===== src/farc_pkg.sv =====
// Shared types and constants for the fault auto-retry controller.
// Assumes one core clock at 125 MHz and fault codes from logic on that same clock.
package farc_pkg;

  // Major fault codes as reported by the protective logic.
  localparam logic [5:0] ACCEL_OVERCURRENT_FAULT = 6'h01;
  localparam logic [5:0] CONST_SPEED_OVERCURRENT_FAULT = 6'h02;
  localparam logic [5:0] DECEL_OVERCURRENT_FAULT = 6'h03;
  localparam logic [5:0] ACCEL_OVERVOLTAGE_FAULT = 6'h04;
  localparam logic [5:0] CONST_SPEED_OVERVOLTAGE_FAULT = 6'h05;
  localparam logic [5:0] DECEL_OVERVOLTAGE_FAULT = 6'h06;
  localparam logic [5:0] MOTOR_THERMAL_FAULT = 6'h07;
  localparam logic [5:0] TRANSISTOR_THERMAL_FAULT = 6'h08;
  localparam logic [5:0] POWER_LOSS_FAULT = 6'h09;
  localparam logic [5:0] UNDERVOLTAGE_FAULT = 6'h0A;
  localparam logic [5:0] BRAKE_TRANSISTOR_FAULT = 6'h0B;
  localparam logic [5:0] GROUND_FAULT = 6'h0C;
  localparam logic [5:0] EXTERNAL_THERMAL_FAULT = 6'h0E;
  localparam logic [5:0] STALL_STOP_FAULT = 6'h0F;
  localparam logic [5:0] OPTION_FAULT = 6'h10;
  localparam logic [5:0] RETRY_EXCESS_FAULT = 6'h16;
  localparam logic [5:0] OVERSPEED_FAULT = 6'h1A;
  localparam logic [5:0] SPEED_DEVIATION_FAULT = 6'h1B;
  localparam logic [5:0] BRAKE_DECEL_FAULT = 6'h20;
  localparam logic [5:0] BRAKE_GRAVITY_FAULT = 6'h21;
  localparam logic [5:0] SENSE_SUPPLY_SHORT_FAULT = 6'h28;

  // Class selector and count setting encodings.
  localparam logic [2:0] CLASS_MAX = 3'h5;
  localparam logic [6:0] COUNT_QUIET_MIN = 7'h01;
  localparam logic [6:0] COUNT_QUIET_MAX = 7'h0A;
  localparam logic [6:0] COUNT_LOUD_MIN = 7'h65;
  localparam logic [6:0] COUNT_LOUD_MAX = 7'h6E;
  localparam logic [6:0] COUNT_LOUD_BASE = 7'h64;

  // Wait time is in 0.1 s steps, 0 to 10 s.
  localparam int unsigned WAIT_STEP_MS = 100;
  localparam int unsigned CORE_CLK_KHZ = 125000;
  localparam int unsigned WAIT_STEP_CYCLES = WAIT_STEP_MS * CORE_CLK_KHZ;
  localparam logic [6:0] WAIT_MAX = 7'h64;
  localparam logic [6:0] WAIT_DEFAULT = 7'h0A;
  localparam logic [1:0] WATCH_SHIFT = 2'h2;

  typedef enum logic [1:0] {
    FARC_IDLE,
    FARC_WAIT,
    FARC_WATCH,
    FARC_HALT
  } farc_st_t;

  typedef struct packed {
    farc_st_t st;
    logic [3:0] attempts;
    logic [31:0] prescale;
    logic [9:0] steps;
    logic [15:0] success_cnt;
    logic [5:0] first_fault;
    logic seq_active;
    logic alarm;
    logic excess;
    logic retry_reset;
    logic restart;
  } farc_state_t;

  // Permitted retries for a count setting; out-of-range settings disable retry.
  function automatic logic [3:0] farc_limit(input logic [6:0] setting);
    logic [6:0] diff;
    diff = setting - COUNT_LOUD_BASE;
    if (setting >= COUNT_QUIET_MIN && setting <= COUNT_QUIET_MAX) begin
      farc_limit = setting[3:0];
    end else if (setting >= COUNT_LOUD_MIN && setting <= COUNT_LOUD_MAX) begin
      farc_limit = diff[3:0];
    end else begin
      farc_limit = 4'h0;
    end
  endfunction

  function automatic logic farc_loud(input logic [6:0] setting);
    farc_loud = setting >= COUNT_LOUD_MIN && setting <= COUNT_LOUD_MAX;
  endfunction

endpackage


===== src/farc_class_decode.sv =====
// Combinational decoder: does a fault code qualify for retry under a class setting.
// Assumes code and class are stable in the cycle they are sampled.
module farc_class_decode
  import farc_pkg::*;
(
  // Query.
  input wire logic [2:0] i_class,
  input wire logic [5:0] i_code,
  // Answer.
  output logic o_retry_ok
);

  logic oc;
  logic ov;

  always_comb begin
    oc = i_code == ACCEL_OVERCURRENT_FAULT || i_code == CONST_SPEED_OVERCURRENT_FAULT ||
         i_code == DECEL_OVERCURRENT_FAULT;
    ov = i_code == ACCEL_OVERVOLTAGE_FAULT || i_code == CONST_SPEED_OVERVOLTAGE_FAULT ||
         i_code == DECEL_OVERVOLTAGE_FAULT;
    // Any code not named below, storage through supply shorts, never retries.
    case (i_class)
      3'h0: o_retry_ok = oc || ov || i_code == MOTOR_THERMAL_FAULT ||
                         i_code == TRANSISTOR_THERMAL_FAULT || i_code == POWER_LOSS_FAULT ||
                         i_code == BRAKE_TRANSISTOR_FAULT || i_code == EXTERNAL_THERMAL_FAULT ||
                         i_code == STALL_STOP_FAULT || i_code == OPTION_FAULT ||
                         i_code == OVERSPEED_FAULT || i_code == BRAKE_DECEL_FAULT;
      3'h1: o_retry_ok = oc;
      3'h2: o_retry_ok = i_code == ACCEL_OVERVOLTAGE_FAULT ||
                         i_code == CONST_SPEED_OVERVOLTAGE_FAULT;
      3'h3: o_retry_ok = i_code == ACCEL_OVERVOLTAGE_FAULT;
      3'h4: o_retry_ok = oc || ov || i_code == UNDERVOLTAGE_FAULT ||
                         i_code == BRAKE_TRANSISTOR_FAULT || i_code == GROUND_FAULT ||
                         i_code == OVERSPEED_FAULT || i_code == SPEED_DEVIATION_FAULT ||
                         i_code == BRAKE_DECEL_FAULT || i_code == BRAKE_GRAVITY_FAULT;
      3'h5: o_retry_ok = i_code == DECEL_OVERCURRENT_FAULT;
      default: o_retry_ok = 1'b0;
    endcase
  end

endmodule


===== src/farc_top.sv =====
// Fault auto-retry controller: waits, self-resets and restarts after a major fault.
// Assumes fault events and settings come from logic on i_core_clk; reset is a pin.
//
// Function
// After a retryable major fault the block self-resets and restarts the drive.
// Class selector 0 to 5, default 0, picks which faults retry.
// Class 0 retries all but undervoltage and ground faults among the listed set; the code also excludes speed deviation and brake gravity.
// Classes 1, 2, 3, 5 retry overcurrent or overvoltage subsets only.
// Class 4 adds undervoltage, ground, deviation and brake faults, drops thermal.
// Storage, panel, processor, fan, encoder and similar faults never retry.
// Count setting 0, 1-10 or 101-110; zero disables retry.
// 1-10 keeps alarm quiet per retry; 101-110 alarms each time.
// A qualifying fault beyond the permitted retries raises retry excess.
// Retry follows a wait of 0 to 10 s, default 1 s.
// Success count is readable and cleared by writing zero.
// Success counts one after four waits of fault-free running after retry.
// During a fault sequence only the first fault is recorded.
// Retry reset keeps thermal and other accumulated data.
// A successful retry clears the consumed attempt count.
module farc_top
  import farc_pkg::*;
#(
  parameter int unsigned TICK_CYCLES = WAIT_STEP_CYCLES
)
(
  // Clock and reset.
  input wire logic i_core_clk,
  input wire logic i_rstn,
  // Faults from the protective logic.
  input wire logic i_fault_valid,
  input wire logic [5:0] i_fault_code,
  input wire logic i_fault_reset,
  // Settings.
  input wire logic [2:0] i_retry_class_select,
  input wire logic [6:0] i_retry_count_setting,
  input wire logic [6:0] i_retry_wait_time,
  input wire logic i_success_clear,
  // Status and actions.
  output logic o_retry_reset,
  output logic o_restart,
  output logic o_alarm,
  output logic o_retry_excess_fault,
  output logic [15:0] o_retry_success_counter,
  output logic [5:0] o_first_retry_fault,
  output logic [3:0] o_attempts
);

  if (TICK_CYCLES < 1) begin : g_bad_tick
    $error("TICK_CYCLES must be at least one");
  end

  localparam logic [31:0] TICK_LAST = 32'(TICK_CYCLES - 1);

  logic rst_meta_q;
  logic rst_sync_q;
  farc_state_t s_q;
  farc_state_t s_d;
  logic retry_ok;
  logic [6:0] wait_steps;
  logic [9:0] watch_steps;
  logic [3:0] limit;
  logic tick;

  always_ff @(posedge i_core_clk or negedge i_rstn) begin
    if (!i_rstn) begin
      rst_meta_q <= 1'b0;
      rst_sync_q <= 1'b0;
    end else begin
      rst_meta_q <= 1'b1;
      rst_sync_q <= rst_meta_q;
    end
  end

  // The class is decoded fresh at each fault, so a class change mid-sequence applies next.
  farc_class_decode farc_class_decode_i (
    .i_class(i_retry_class_select),
    .i_code(i_fault_code),
    .o_retry_ok(retry_ok)
  );

  always_comb begin
    s_d = s_q;
    s_d.retry_reset = 1'b0;
    s_d.restart = 1'b0;
    limit = farc_limit(i_retry_count_setting);
    wait_steps = (i_retry_wait_time > WAIT_MAX) ? WAIT_MAX : i_retry_wait_time;
    watch_steps = {3'h0, wait_steps} << WATCH_SHIFT;
    tick = s_q.prescale == TICK_LAST;
    s_d.prescale = tick ? 32'h0 : s_q.prescale + 32'h1;
    if (tick) begin
      s_d.steps = s_q.steps + 10'h1;
    end
    case (s_q.st)
      FARC_IDLE, FARC_WATCH: begin
        if (i_fault_valid) begin
          s_d.prescale = 32'h0;
          s_d.steps = 10'h0;
          if (!s_q.seq_active) begin
            s_d.first_fault = i_fault_code;
          end
          s_d.seq_active = 1'b1;
          if (!retry_ok || limit == 4'h0) begin
            s_d.st = FARC_HALT;
            s_d.alarm = 1'b1;
          end else if (s_q.attempts >= limit) begin
            s_d.st = FARC_HALT;
            s_d.excess = 1'b1;
            s_d.alarm = 1'b1;
          end else begin
            s_d.st = FARC_WAIT;
            s_d.attempts = s_q.attempts + 4'h1;
            s_d.alarm = farc_loud(i_retry_count_setting);
          end
        end else if (s_q.st == FARC_WATCH && s_q.steps >= watch_steps) begin
          s_d.st = FARC_IDLE;
          s_d.success_cnt = s_q.success_cnt + 16'h1;
          s_d.attempts = 4'h0;
          s_d.seq_active = 1'b0;
        end
      end
      FARC_WAIT: begin
        // Output is already stopped here, so further faults add nothing.
        if ({3'h0, wait_steps} <= s_q.steps) begin
          s_d.st = FARC_WATCH;
          s_d.retry_reset = 1'b1;
          s_d.restart = 1'b1;
          s_d.alarm = 1'b0;
          s_d.prescale = 32'h0;
          s_d.steps = 10'h0;
        end
      end
      FARC_HALT: begin
        if (i_fault_reset) begin
          s_d.st = FARC_IDLE;
          s_d.attempts = 4'h0;
          s_d.seq_active = 1'b0;
          s_d.alarm = 1'b0;
          s_d.excess = 1'b0;
        end
      end
      default: s_d.st = FARC_HALT;
    endcase
    // A success landing with the clear is kept, so no successful retry goes uncounted.
    if (i_success_clear) begin
      s_d.success_cnt = (s_d.success_cnt != s_q.success_cnt) ? 16'h1 : 16'h0;
    end
  end

  always_ff @(posedge i_core_clk or negedge rst_sync_q) begin
    if (!rst_sync_q) begin
      s_q <= '{st: FARC_IDLE, default: '0};
    end else begin
      s_q <= s_d;
    end
  end

  // The retry reset pulse is separate from power-on reset and clears nothing accumulated.
  assign o_retry_reset = s_q.retry_reset;
  assign o_restart = s_q.restart;
  assign o_alarm = s_q.alarm;
  assign o_retry_excess_fault = s_q.excess;
  assign o_retry_success_counter = s_q.success_cnt;
  assign o_first_retry_fault = s_q.first_fault;
  assign o_attempts = s_q.attempts;

  logic fault_idle;
  assign fault_idle = i_fault_valid && (s_q.st == FARC_IDLE || s_q.st == FARC_WATCH);
endmodule


===== config.mk =====
export PLATFORM = sky130hd
export DESIGN_NAME = farc_top
export DESIGN_NICKNAME = d
export VERILOG_FILES = /design/src/farc_pkg.sv /design/src/farc_class_decode.sv /design/src/farc_top.sv
export SDC_FILE = /design/constraint.sdc
export NUM_CORES = 1
export LEC_CHECK = 0
export ABC_CLOCK_PERIOD_IN_PS = 5230
export BUFFER_PORTS_ARGS = -buffer_cell sky130_fd_sc_hd__clkbuf_2
export CAP_MARGIN = 20
export CORE_MARGIN = 8
export CORE_UTILIZATION = 28
export CTS_CLUSTER_SIZE = 16
export DETAILED_ROUTE_END_ITERATION = 10
export PLACE_DENSITY = 0.49
export SLEW_MARGIN = 20
export SYNTH_ARGS = -nofsm -noshare
export SYNTH_HDL_FRONTEND = slang
export SYNTH_SLANG_ARGS = --single-unit

===== constraint.sdc =====
create_clock -name i_core_clk -period 5.23 [get_ports i_core_clk]
set_clock_uncertainty 0.1 [all_clocks]
set_input_delay 1.046 -clock i_core_clk [delete_from_list [all_inputs] [get_ports i_core_clk]]
set_output_delay 1.046 -clock i_core_clk [all_outputs]
set_load 0.005 [all_outputs]

==> impl_metrics.py <==
metrics = {
    "logic_synthesis": {
        "synth_top_area_share_pct": 39.8,
        "synth_edf_count": 0,
        "syn_inst": 533,
        "netlist_top_cells_count": "85 x nor2_1, 76 x dfrtp_1, 48 x nand2_1",
        "synth_warnings": 0,
        "synth.area.top_cells": "dfrtp_1 40%, ha_1 6.8%, nor2_1 6.7%, xor2_1 5.3%, buf_4 4.2%",
        "synth.avg_cell_area_um2": 8.97,
        "synth.cell_area_um2": 4780,
        "synth_ff_type": "dfrtp_1",
        "synth_seq_area_share_pct": 39.8,
        "ys_async_sr_fraction_pct": 100,
        "synth_nets": 587,
        "ys_types": 59,
        "synth.most_common_cell": "nor2_1",
        "ys_ff_latch": 76,
        "yosys.area.top_type": "dfrtp_1",
    },
    "drt": {
        "totalWireLength_um": 10500,
        "drt_iter0_drc": 186,
        "wl_per_cell_um": 13.4,
        "viasPerCell": 4.68,
        "vias": 3681,
        "drc": 0,
        "ant_nets": 0,
        "dr.pass1.iters": 4,
    },
    "flow_run": {
        "max_cap_violations": 0,
    },
    "global_route": {
        "grt_pass1_wl_um": 18200,
        "antenna_found_initial": 0,
        "track_usage_pct": 10.1,
        "grt_pass1_vias": 3744,
        "grt_max_degree": 75,
        "overflow": 0,
    },
    "pwr": {
        "p_leak_uw": 0.00253,
        "vdd_drop_max_uv": 140,
        "p_per_area_nw_per_um2": 299,
    },
    "critical_path": {
        "required_ns": 5.33,
        "start_kind": "primary input",
        "critical_path_arrival_ns": 3.65,
        "crit_fanout": 8,
        "cp-end-kind": "flip-flop",
        "path_class": "primary input to flip-flop",
    },
    "clock_network": {
        "clk_pin_slew_ns": 0.05,
        "ctsLongestPathBuffers": 2,
        "htreeDepth": 3,
        "clk_latency_ns": 0.34,
        "numCtsBuffers": 9,
        "cts_hold_buffers": 0,
        "tritoncts": "yes",
        "cts_sinks": 76,
        "cts_root_buf": "clkbuf_16",
        "postCtsSetupBuffers": 0,
        "ctsResizeCount": 0,
    },
    "placed_design": {
        "dpl.hpwl_um": 7880,
        "gp_congestion": 0.839,
        "placed_area_um2": 5090,
        "numPortBuffers": 57,
    },
    "cells_and_area": {
        "fin_area_um2": 5410,
        "n_antenna_cell": 0,
        "syn2layout_area_growth_pct": 13.2,
        "fillers": 1699,
        "nets": 616,
        "drive_gt1_share_pct": 16.6,
    },
    "timing": {
        "maxSlewViolCount": 0,
        "period_share_pct": 67.8,
        "finalSetupViolCount": 0,
        "rsz0062_at_grt": "false",
        "clock.fmax_ghz": 0.282,
        "tightest_slew_ns": 0.683,
        "tns_ns": 0,
        "period_needed_ns": 3.54,
        "finalHoldViolCount": 0,
        "max_slew_margin_pct": 54.5,
    },
    "floorplan": {
        "core_area_um2": 16600,
        "fp.dieArea_um2": 21500,
        "ioPinCount": 58,
        "initial_core_util_pct": 28.7,
        "dieWidth_um": 147,
        "die_y_um": 147,
        "rows": 47,
    },
    "outcome": {
        "status": "finished, final reports clean",
    },
    "hold_path": {
        "hp-class": "flip-flop to asynchronous set/reset pin",
    },
}
kinds of logic after synthesis:
kind of cell / synth area share, %
compound gates: 8.92
xor+xnor: 9.34
fa+ha+maj: 6.80
buf+inv: 7.88
flops: 39.8
mux: 2.88
other cells: 0.0784
simple gates: 24.3
final timing paths:
check,start,end,slack [ns],cells past startpoint
worst max register to register,s_q[34],o_retry_success_counter[5],2.33,8
worst min register to register,rst_sync_q,s_q[55],0.17,0
worst min-delay path,rst_sync_q,s_q[55],0.17,0
max in group asynchronous,rst_sync_q,o_retry_success_counter[6],4.30,1
min in group i_core_clk,rst_meta_q,rst_sync_q,0.25,0
worst max-delay path,i_retry_wait_time[0],o_retry_success_counter[5],1.69,13
power breakdown:
part / switching (uW) / leakage [uW] / internal (uW)
sequential: 69.3 / 0.00102 / 646
clock: 237 / 0.000144 / 377
combinational: 170 / 0.00136 / 122
total: 476 / 0.00253 / 1150
state kept, by name, summed over array words and instances (netlist names):
signal / flops
o_retry_success_counter: 16
o_alarm: 1
rst_sync_q: 1
o_retry_excess_fault: 1
rst_meta_q: 1
o_restart: 1
o_attempts: 4
o_first_retry_fault: 6
s_q: 45
through the flow:
| stage | hold WS (ns) | total power [uW] | setup slack (ns) | util (%) | std cells |
|---|---|---|---|---|---|
| 5_1_grt | 0.223 | 1720 | 1.44 | 32.5 | 786 |
| 3_3_place_gp | 0.234 | 1010 | 1.27 | 30.6 | 770 |
| 3_5_place_dp | 0.238 | 1020 | 1.27 | 30.6 | 770 |
| 4_1_cts | 0.257 | 1650 | 1.61 | 32.4 | 785 |
| 6_report | 0.173 | 1620 | 1.69 | 32.5 | 786 |
| 2_1_floorplan | 0.231 | 944 | 1.94 | - | 533 |
worst max-delay path: stages:
cell       delay, ns
clkbuf_2        0.09
o21ai_0         0.08
a21oi_1         0.19
or2_2           0.15
inv_1           0.04
ha_1            0.18
a2111oi_2       0.33
o211ai_1        0.17
a311oi_2        0.67
nor3_1          0.24
and3_1          0.26
xnor2_1         0.13
nor2_1          0.06
layout by cell type (no fill, tap or decap), types with 6 or more instances in the layout:
| master | Yosys | layout |
|---|---|---|
| nor2_1 | 85 | 85 |
| nor3_1 | 10 | 10 |
| mux2i_1 | 7 | 7 |
| dfrtp_1 | 76 | 75 |
| and3_1 | 13 | 13 |
| mux2_2 | 6 | 6 |
| a21oi_1 | 14 | 14 |
| nor2b_1 | 6 | 6 |
| xnor2_1 | 22 | 22 |
| nand4_1 | 13 | 13 |
| ha_1 | 26 | 26 |
| clkbuf_16 | 0 | 9 |
| clkbuf_2 | 0 | 57 |
| inv_1 | 31 | 31 |
| nand3_1 | 22 | 22 |
| nand2_1 | 48 | 48 |
| xor2_1 | 29 | 29 |
| o21ai_0 | 17 | 17 |
layer usage:
layer / up-vias / GRT usage (%) / wire, um
li1: 1851 / - / -
met1: 1764 / 12.7 / 5120
met2: 53 / 16.6 / 4850
met3: 13 / 2.29 / 352
met4: 0 / 4.02 / 177
met5: - / 0 / 0
final cells by class:
type	count	area [um2]	share of cell area, %
clock inverters	5	52.6	0.971
clock buffers	10	239	4.42
flip-flops and latches	76	1910	35.2
inverters	31	116	2.15
multi-input cells	385	2500	46.2
repair buffers	59	320	5.92
well taps	220	275	5.09
No activity file was read; power rests on OpenSTA's default activity.
